## src/logic/mkd_consts.svh

```systemverilog
// Constants for the matrix keypad scancode decoder
//
// Function
// RQ1: Rows low, step column until low column found
// RQ2: Swap directions, step row until low row
// RQ3: Processing first copies scancode to output word
// RQ4: Match alternation codes, update flags, copy flags
// RQ5: Ordinary key clears one-shot flags, locks stay
// RQ6: Last processing step sets the new-key flag
// RQ7: Scancode equals row times eight plus column
// RQ8: Consumer tables keep eight entries per row
// RQ9: Output lines driven low, inputs pulled high
// RQ10: Code in low six bits, new flag bit 15
// RQ11: Three lock keys toggle, four one-shot keys
// RQ12: Idle holds rows low, column low starts scan
// RQ13: Wait programmable debounce before scanning
// RQ14: No low column at scan abandons without update
`ifndef MKD_CONSTS_SVH
`define MKD_CONSTS_SVH

// ----------------------------------------------------------------------
// Register offsets (byte addresses)
// ----------------------------------------------------------------------
`define MKD_OFF_OUT      4'h0
`define MKD_OFF_FLAGS    4'h4
`define MKD_OFF_STAT     4'h8
`define MKD_OFF_MASK     4'hC

// ----------------------------------------------------------------------
// Field positions and reset values
// ----------------------------------------------------------------------
`define MKD_NEW_BIT      15
`define MKD_STAT_KEY     0
`define MKD_STAT_ABORT   1
`define MKD_MASK_RST     2'h0
`define MKD_NUM_LOCK     3
`define MKD_NUM_SHOT     4
`define MKD_NUM_ALT      7

// ----------------------------------------------------------------------
// Alternation key codes, locks first then one-shots
// ----------------------------------------------------------------------
`define MKD_ALT_CODES    42'h0_0000_0000_0000

// ----------------------------------------------------------------------
// Timing
// ----------------------------------------------------------------------
`define MKD_CLK_HZ       50000000
`define MKD_DEBOUNCE_US  5000
`define MKD_DEBOUNCE_CYC (`MKD_CLK_HZ / 1000000 * `MKD_DEBOUNCE_US)

`endif

```

## src/logic/mkd_pkg.sv

```systemverilog
// Types for the matrix keypad scancode decoder
package mkd_pkg;

  typedef enum logic [2:0] {
    MKD_IDLE   = 3'b000,
    MKD_BOUNCE = 3'b001,
    MKD_COL    = 3'b011,
    MKD_SWAP   = 3'b010,
    MKD_ROW    = 3'b110,
    MKD_PROC   = 3'b111,
    MKD_FLAG   = 3'b101,
    MKD_DONE   = 3'b100
  } mkd_state_e;

  typedef logic [5:0] mkd_code_t;

endpackage

```

## src/logic/mkd_res_if.sv

```systemverilog
// Scan result handed from the scanner to the register side
`timescale 1ns/10ps
interface mkd_res_if;
  logic [5:0] code;   // Scancode of the key found
  logic       valid;  // One-cycle pulse: key decoded
  logic       abort;  // One-cycle pulse: scan abandoned

  modport scan (output code, output valid, output abort);
  modport sink (input code, input valid, input abort);
endinterface

```

## src/logic/mkd_scan.sv

```systemverilog
// Key matrix scanner: detect, debounce, column then row search
`timescale 1ns/10ps
`include "mkd_consts.svh"
module mkd_scan #(
  parameter int unsigned DEBOUNCE_CYC = `MKD_DEBOUNCE_CYC
) (
  input  wire logic  clk_i,          // System clock
  input  wire logic  rst_i,          // Synchronous reset
  input  wire logic [7:0] col_s_i,   // Synchronised column inputs
  input  wire logic [7:0] row_s_i,   // Synchronised row inputs
  output logic       rows_drv_r_o,   // High: rows driven low
  output logic       cols_drv_r_o,   // High: columns driven low
  mkd_res_if.scan    res             // Scan result
);

  // --------------------------------------------------------------------
  // State
  // --------------------------------------------------------------------
  mkd_pkg::mkd_state_e state_r;
  mkd_pkg::mkd_code_t  code_r;
  logic [22:0]         cnt_r;
  logic                col_hit;
  logic                row_hit;

  assign col_hit = (col_s_i[code_r[2:0]] == 1'b0);
  assign row_hit = (row_s_i[code_r[5:3]] == 1'b0);

  always_ff @(posedge clk_i) begin
    if (rst_i) begin
      state_r <= mkd_pkg::MKD_IDLE;
    end else begin
      case (state_r)
        mkd_pkg::MKD_IDLE: begin
          if (col_s_i != 8'hFF)                                 // RQ12
            state_r <= mkd_pkg::MKD_BOUNCE;
        end
        mkd_pkg::MKD_BOUNCE: begin
          if (cnt_r == 23'(DEBOUNCE_CYC - 1)) begin             // RQ13
            if (col_s_i == 8'hFF)
              state_r <= mkd_pkg::MKD_DONE;                     // RQ14
            else
              state_r <= mkd_pkg::MKD_COL;
          end
        end
        mkd_pkg::MKD_COL: begin
          if (col_hit)                                          // RQ1
            state_r <= mkd_pkg::MKD_SWAP;
          else if (code_r[2:0] == 3'h7)
            state_r <= mkd_pkg::MKD_DONE;
        end
        mkd_pkg::MKD_SWAP: begin
          if (cnt_r[1:0] == 2'h3)
            state_r <= mkd_pkg::MKD_ROW;
        end
        mkd_pkg::MKD_ROW: begin
          if (row_hit)                                          // RQ2
            state_r <= mkd_pkg::MKD_PROC;
          else if (code_r[5:3] == 3'h7)
            state_r <= mkd_pkg::MKD_DONE;
        end
        mkd_pkg::MKD_PROC: state_r <= mkd_pkg::MKD_FLAG;
        mkd_pkg::MKD_FLAG: state_r <= mkd_pkg::MKD_DONE;
        mkd_pkg::MKD_DONE: begin
          // After a row scan all lines were released for a cycle; let that pass the
          // synchroniser so a held key is not seen as released
          if (cnt_r[2:0] == 3'h7 && col_s_i == 8'hFF)           // RQ12
            state_r <= mkd_pkg::MKD_IDLE;
        end
        default: state_r <= mkd_pkg::MKD_IDLE;
      endcase
    end
  end

  // Debounce and settle counter
  always_ff @(posedge clk_i) begin
    if (rst_i)
      cnt_r <= 23'h0;
    else if (state_r == mkd_pkg::MKD_BOUNCE ||
             state_r == mkd_pkg::MKD_SWAP ||
             (state_r == mkd_pkg::MKD_DONE && cnt_r[2:0] != 3'h7))
      cnt_r <= cnt_r + 23'h1;
    else
      cnt_r <= 23'h0;
  end

  // Scancode: row * 8 + column
  always_ff @(posedge clk_i) begin
    if (rst_i)
      code_r <= 6'h00;
    else if (state_r == mkd_pkg::MKD_IDLE)
      code_r <= 6'h00;
    else if (state_r == mkd_pkg::MKD_COL && !col_hit)
      code_r[2:0] <= code_r[2:0] + 3'h1;                        // RQ1
    else if (state_r == mkd_pkg::MKD_ROW && !row_hit)
      code_r[5:3] <= code_r[5:3] + 3'h1;                        // RQ7
  end

  // Drive direction: rows in idle and column scan, columns in row scan
  always_ff @(posedge clk_i) begin
    if (rst_i) begin
      rows_drv_r_o <= 1'b1;
      cols_drv_r_o <= 1'b0;
    end else begin
      rows_drv_r_o <= !(state_r == mkd_pkg::MKD_COL && col_hit) &&
                      state_r != mkd_pkg::MKD_SWAP &&
                      state_r != mkd_pkg::MKD_ROW;              // RQ9
      cols_drv_r_o <= (state_r == mkd_pkg::MKD_COL && col_hit) ||
                      state_r == mkd_pkg::MKD_SWAP ||
                      (state_r == mkd_pkg::MKD_ROW && !row_hit &&
                       code_r[5:3] != 3'h7);                    // RQ2
    end
  end

  assign res.code  = code_r;
  assign res.valid = (state_r == mkd_pkg::MKD_PROC);
  assign res.abort = (state_r == mkd_pkg::MKD_BOUNCE &&
                      cnt_r == 23'(DEBOUNCE_CYC - 1) &&
                      col_s_i == 8'hFF);
endmodule

```

## src/logic/mkd_top.sv

```systemverilog
// Matrix keypad scancode decoder top with Wishbone registers
//
// The implementer's own choices: register access over Wishbone and the placing of the registers.
`timescale 1ns/10ps
`include "mkd_consts.svh"
module mkd_top #(
  parameter int unsigned DEBOUNCE_CYC = `MKD_DEBOUNCE_CYC
) (
  input  wire logic        clk_i,      // System clock, 50 MHz
  input  wire logic        rst_i,      // Synchronous reset
  input  wire logic        wb_cyc_i,   // Wishbone cycle
  input  wire logic        wb_stb_i,   // Wishbone strobe
  input  wire logic        wb_we_i,    // Wishbone write enable
  input  wire logic [3:0]  wb_adr_i,   // Wishbone byte address
  input  wire logic [3:0]  wb_sel_i,   // Wishbone byte selects
  input  wire logic [31:0] wb_dat_i,   // Wishbone write data
  output logic      [31:0] wb_dat_o,   // Wishbone read data
  output logic             wb_ack_o,   // Wishbone acknowledge
  output logic             irq_o,      // Level interrupt
  input  wire logic [7:0]  row_i,      // Row pin levels
  output logic      [7:0]  row_o,      // Row pin drive values
  output logic      [7:0]  row_oe_n_o, // Row enables, low drives
  input  wire logic [7:0]  col_i,      // Column pin levels
  output logic      [7:0]  col_o,      // Column pin drive values
  output logic      [7:0]  col_oe_n_o  // Column enables, low drives
);

  // --------------------------------------------------------------------
  // Pin synchronisers
  // --------------------------------------------------------------------
  logic [7:0] row_m_r;
  logic [7:0] row_s_r;
  logic [7:0] col_m_r;
  logic [7:0] col_s_r;

  always_ff @(posedge clk_i) begin
    if (rst_i) begin
      row_m_r <= 8'hFF;
      row_s_r <= 8'hFF;
      col_m_r <= 8'hFF;
      col_s_r <= 8'hFF;
    end else begin
      row_m_r <= row_i;
      row_s_r <= row_m_r;
      col_m_r <= col_i;
      col_s_r <= col_m_r;
    end
  end

  // --------------------------------------------------------------------
  // Scanner
  // --------------------------------------------------------------------
  mkd_res_if res ();
  logic rows_drv;
  logic cols_drv;

  mkd_scan #(
    .DEBOUNCE_CYC (DEBOUNCE_CYC)
  ) u_scan (
    .clk_i        (clk_i),
    .rst_i        (rst_i),
    .col_s_i      (col_s_r),
    .row_s_i      (row_s_r),
    .rows_drv_r_o (rows_drv),
    .cols_drv_r_o (cols_drv),
    .res          (res.scan)
  );

  // Pin drive registers: driven lines low, others released to pull-up
  always_ff @(posedge clk_i) begin
    if (rst_i) begin
      row_o      <= 8'h00;
      col_o      <= 8'h00;
      row_oe_n_o <= 8'hFF;
      col_oe_n_o <= 8'hFF;
    end else begin
      row_o      <= 8'h00;                                      // RQ9
      col_o      <= 8'h00;
      row_oe_n_o <= rows_drv ? 8'h00 : 8'hFF;
      col_oe_n_o <= cols_drv ? 8'h00 : 8'hFF;
    end
  end

  // --------------------------------------------------------------------
  // Alternation key processing
  // --------------------------------------------------------------------
  localparam logic [41:0] ALT_CODES = `MKD_ALT_CODES;

  logic [6:0]  alt_r;
  logic [6:0]  alt_hit;
  logic [15:0] out_r;
  logic        proc_r;

  always_comb begin
    alt_hit = 7'h00;
    for (int i = 0; i < `MKD_NUM_ALT; i++)
      alt_hit[i] = (res.code == ALT_CODES[i*6 +: 6]);           // RQ4
  end

  // Lock bits 2:0 toggle, one-shot bits 6:3 set; ordinary clears shots
  always_ff @(posedge clk_i) begin
    if (rst_i)
      alt_r <= 7'h00;
    else if (res.valid) begin
      if (alt_hit == 7'h00)
        alt_r[6:3] <= 4'h0;                                     // RQ5
      else begin
        alt_r[2:0] <= alt_r[2:0] ^ alt_hit[2:0];                // RQ11
        alt_r[6:3] <= alt_r[6:3] | alt_hit[6:3];
      end
    end
  end

  // Output word: code and flags on the same edge, then the new-key flag last
  logic clr_new;
  always_ff @(posedge clk_i) begin
    if (rst_i) begin
      out_r  <= 16'h0000;
      proc_r <= 1'b0;
    end else begin
      proc_r <= res.valid;
      if (res.valid)
        out_r[5:0] <= res.code;                                 // RQ3
      if (proc_r)
        out_r[`MKD_NEW_BIT] <= 1'b1;                            // RQ6
      else if (clr_new)
        out_r[`MKD_NEW_BIT] <= 1'b0;                            // RQ10
    end
  end

  // Flags reported alongside the code as seen by the key itself
  logic [6:0] flags_r;
  always_ff @(posedge clk_i) begin
    if (rst_i)
      flags_r <= 7'h00;
    else if (res.valid)
      flags_r <= {alt_r[6:3] | alt_hit[6:3],
                  alt_r[2:0] ^ alt_hit[2:0]};                   // RQ4
  end

  // --------------------------------------------------------------------
  // Wishbone slave
  // --------------------------------------------------------------------
  logic       req;
  logic       wr;
  logic [1:0] stat_r;
  logic [1:0] mask_r;
  logic [1:0] ev;

  assign req     = wb_cyc_i && wb_stb_i && !wb_ack_o;
  // Writes land at the edge where the master samples ack high
  assign wr      = wb_cyc_i && wb_stb_i && wb_we_i && wb_ack_o;
  assign clr_new = wr && wb_adr_i == `MKD_OFF_OUT && wb_sel_i[1] &&
                   !wb_dat_i[`MKD_NEW_BIT];
  assign ev      = {res.abort, proc_r};

  always_ff @(posedge clk_i) begin
    if (rst_i)
      wb_ack_o <= 1'b0;
    else
      wb_ack_o <= req;
  end

  always_ff @(posedge clk_i) begin
    if (rst_i)
      wb_dat_o <= 32'h0000_0000;
    else if (req && !wb_we_i) begin
      case (wb_adr_i)
        `MKD_OFF_OUT:   wb_dat_o <= {16'h0000, out_r};
        `MKD_OFF_FLAGS: wb_dat_o <= {25'h0, flags_r};
        `MKD_OFF_STAT:  wb_dat_o <= {30'h0, stat_r};
        `MKD_OFF_MASK:  wb_dat_o <= {30'h0, mask_r};
        default:        wb_dat_o <= 32'h0000_0000;
      endcase
    end
  end

  // Sticky status, write one to clear; a new event wins over the clear
  always_ff @(posedge clk_i) begin
    if (rst_i)
      stat_r <= 2'h0;
    else if (wr && wb_adr_i == `MKD_OFF_STAT && wb_sel_i[0])
      stat_r <= (stat_r & ~wb_dat_i[1:0]) | ev;
    else
      stat_r <= stat_r | ev;
  end

  always_ff @(posedge clk_i) begin
    if (rst_i)
      mask_r <= `MKD_MASK_RST;
    else if (wr && wb_adr_i == `MKD_OFF_MASK && wb_sel_i[0])
      mask_r <= wb_dat_i[1:0];
  end

  always_ff @(posedge clk_i) begin
    if (rst_i)
      irq_o <= 1'b0;
    else
      irq_o <= |((stat_r | ev) & mask_r);
  end
endmodule

```

## config.mk

```make
export PLATFORM = sky130hd
export DESIGN_NAME = mkd_top
export DESIGN_NICKNAME = d
export VERILOG_FILES = /design/src/logic/mkd_pkg.sv /design/src/logic/mkd_res_if.sv /design/src/logic/mkd_scan.sv /design/src/logic/mkd_top.sv
export VERILOG_INCLUDE_DIRS = /design/src /design/src/logic
export SDC_FILE = /design/constraint.sdc
export NUM_CORES = 1
export LEC_CHECK = 0
export ABC_AREA = 1
export BUFFER_PORTS_ARGS = -buffer_cell sky130_fd_sc_hd__clkbuf_2
export CAP_MARGIN = 30
export CELL_PAD_IN_SITES_DETAIL_PLACEMENT = 1
export CELL_PAD_IN_SITES_GLOBAL_PLACEMENT = 2
export CORE_MARGIN = 10
export CORE_UTILIZATION = 29
export DETAILED_ROUTE_END_ITERATION = 10
export MAX_ROUTING_LAYER = met4
export PLACE_DENSITY = 0.76
export SYNTH_ARGS = -nofsm -noshare
export SYNTH_HDL_FRONTEND = slang
export SYNTH_SLANG_ARGS = --single-unit
export TNS_END_PERCENT = 50
```

## constraint.sdc

```tcl
create_clock -name clk_i -period 2.15 [get_ports clk_i]
set_clock_uncertainty 0.05 [all_clocks]
set_input_delay 0.43 -clock clk_i [delete_from_list [all_inputs] [get_ports clk_i]]
set_output_delay 0.43 -clock clk_i [all_outputs]
set_load 0.01 [all_outputs]
```

==> key figures <==
Global route
  • Initial antenna violation count: 0
  • GRT overflow: 0
  • First-pass GRT wire length: 19,000 um
  • Met2 usage: approximately 17%
  • Met1 Track Usage GR: about an eighth
  • Largest net degree at the start of global routing: 62
  • Number of global-route vias before repair: 4,038
  • GRT Overall Usage: a little over a tenth
  • Gr busiest metal: met2
  • M3 GR Usage: under 10%

Yosys
  • Synth top area cells: dfxtp_1, buf_4, nand2_1
  • Count leader, synth: dfxtp_1
  • Synth Flop Type: dfxtp_1
  • Most instantiated cells after synthesis: dfxtp_1, nand2_1, inv_1
  • Post-Syn Instances: 618
  • Post-synth top area share: 43.5%
  • Yosys cell types: 38
  • Mapped cell area: 0.00478 sq mm
  • Sequential-to-total area share from yosys stat: a little over two fifths
  • Flops & latches, synth: about 100
  • Post-synth EDFFs: 0
  • Synth area leader: dfxtp_1
  • Asr flop ratio synth: 0%
  • Synth warn: 0
  • Syn avg cell area: between 7 and 8 sq um

Pwr
  • Power per cell area: approximately 840 mW/mm^2
  • Max VDD drop: a little over 500 uV
  • Leakage power: 2.31 nW

Run status
  • Outcome: finished, final reports clean

Cells and area
  • Fin util: 33.4%
  • Register area: 0.00208 sq mm
  • NumNets Final: 730
  • Fin area: 0.00535 sq mm
  • Share of cells above drive strength 1: 21.4%
  • Antenna Cells: 0
  • Final Non-Filler Cells: around 880
  • Area Growth Syn to Fin: 11.8%
  • Fillers: around 2,000
  • Area of the multi-input gates: 0.00210 sq mm

Detailed routing
  • Avg WL per Cell: about 13 um
  • Drt pass-1 iters: 4
  • Vias per cell: 4.28
  • Drt drc: 0
  • DR vias: 3,781
  • Final wirelength: 11,100 um
  • Iter 0 DRT Violations: between 100 and 150
  • Post-route ant nets: 0

Floorplan
  • Die area: ~0.022 sq mm
  • Die X: approximately 150 um
  • Top Ports: roughly 130
  • FP Rows: 46
  • Initial Util: between 20% and 30%
  • Core ar.: about 0.016 sq mm
  • Die Y-Extent: around 150 um

Clock network
  • Maximum level of the CTS H-tree: 3
  • Max Root-Sink Buffers: 2
  • Register clock-pin slew on the reported worst setup and hold paths: 0.08 ns
  • Clock latency on the worst-skew pair: around 0.36 ns
  • CTS Buf Count: 9
  • Post-CTS sizing: 0
  • Clock root buffer: clkbuf_16
  • Clk sinks: about 100
  • Post-CTS Setup Repair Bufs: 0
  • CTS tree: done
  • Cts hold-fix bufs: 0

Placed design
  • Placed cell area: between 0.005 and 0.006 sq mm
  • Final Wtd Congestion: ~0.77
  • Cells after DPL: 867
  • Hpwl dp: 8640 um
  • IO Port Bufs: 55

Timing
  • Final Hold Vio Count: 0
  • Max-slew headroom: between 60% and 70%
  • RSZ-0062 raised after global routing: false
  • Post-layout minimum cycle time: 1.82 ns
  • Crit share post-route: a little over four fifths
  • Setup tns final: 0 ns
  • F_max: approximately 0.55 GHz
  • Slew Limit Fails: 0
  • Setup violators final: 0
  • Least-Margin Pin Slew: approximately 0.53 ns

Critical path
  • WP data required: between 2 and 2.5 ns
  • Setup CP Type: flip-flop to flip-flop
  • Worst Setup Start Kind: flip-flop
  • Crit path max fanout: 5
  • Crit. End Element: flip-flop
  • Crit path DAT: 2.01 ns

Worst hold path
  • Hold WC Path Type: input port to flip-flop

Run
  • Max Cap Violations: 0
## final cells by class
| cell class | instances | area share [%] |
|---|---|---|
| flip-flops and latches | 104 | 38.9 |
| inverters | 78 | 5.47 |
| clock buffers | 9 | 4.21 |
| multi-input cells | 408 | 39.2 |
| repair buffers | 61 | 5.99 |
| well taps | 216 | 5.05 |
| clock inverters | 7 | 1.15 |
## critical path, cell delays in order, from the launching register on
cell and delay [ns]:
dfxtp_1 0.36, ha_1 0.24, nand3_2 0.12, inv_1 0.07, nand3_1 0.18, nor2_4 0.21
nand3_2 0.15, o31ai_1 0.23, a21oi_1 0.09
## layer usage
| metal | vias to the layer above | wire length [um] | part of all wire, % |
|---|---|---|---|
| li1 | 1962 | - | - |
| met1 | 1724 | 5270 | 48 |
| met2 | 79 | 4980 | 45 |
| met3 | 16 | 648 | 5.8 |
| met4 | 0 | 179 | 1.6 |
| met5 | - | 0 | 0 |
## placed cells by master (no fill, tap or decap), types with 6 or more instances in the layout
cell type,netlist,layout
inv_1,67,67
inv_2,9,9
nand3_1,39,39
a21oi_1,53,53
conb_1,1,40
nand4_1,6,6
clkbuf_16,0,9
nor2_1,49,49
or2_2,34,34
buf_4,54,6
o22ai_1,8,8
ha_1,7,7
o21ai_0,24,24
dfxtp_1,104,104
clkbuf_2,0,55
o21ai_1,6,6
nand2_1,98,98
## flip-flops by register name, indices dropped and copies added (netlist names), 2 cells and up
name / flops
stat_r: 2
u_scan.state_r: 3
u_scan.res.code: 6
mask_r: 2
u_scan.cnt_r: 23
col_s_r: 8
out_r: 7
col_m_r: 8
wb_dat_o: 8
flags_r: 7
row_m_r: 8
row_s_r: 8
alt_r: 7
## where the power goes
part | switching [mW] | total (mW) | internal [mW]
Clock | 0.798 | 1.61 | 0.811
Sequential | 0.0741 | 2.09 | 2.01
Combinational | 0.533 | 0.810 | 0.277
## final timing paths
| check | start | end | slack [ns] | cells past startpoint |
|---|---|---|---|---|
| hold reg to reg | u_scan.cols_drv_r_o | col_oe_n_o[6] | 0.32 | 1 |
| setup / recovery | u_scan.cnt_r[0] | u_scan.cnt_r[20] | 0.33 | 8 |
| setup reg to reg | u_scan.cnt_r[0] | u_scan.cnt_r[20] | 0.33 | 8 |
| hold / removal | col_i[6] | col_m_r[6] | 0.20 | 2 |
## per-stage QoR
| step | setup WS, ns | power [mW] | hold slack (ns) |
|---|---|---|---|
| after floorplan | 0.611 | 2.78 | 0.302 |
| after global placement | 0.362 | 2.93 | 0.313 |
| after detailed placement | 0.316 | 2.95 | 0.309 |
| after CTS | 0.287 | 4.60 | 0.182 |
| after global routing | 0.132 | 4.78 | 0.187 |
| final | 0.334 | 4.50 | 0.200 |
## kinds of logic after synthesis
family | Yosys count | synth area share [%]
other cells | 1 | 0.0784
compound gates | 98 | 11.2
simple gates | 255 | 26.2
flops | 104 | 43.5
buf+inv | 145 | 15.7
xor+xnor | 8 | 1.47
fa+ha+maj | 7 | 1.83
No activity file was read; power rests on OpenSTA's default activity.
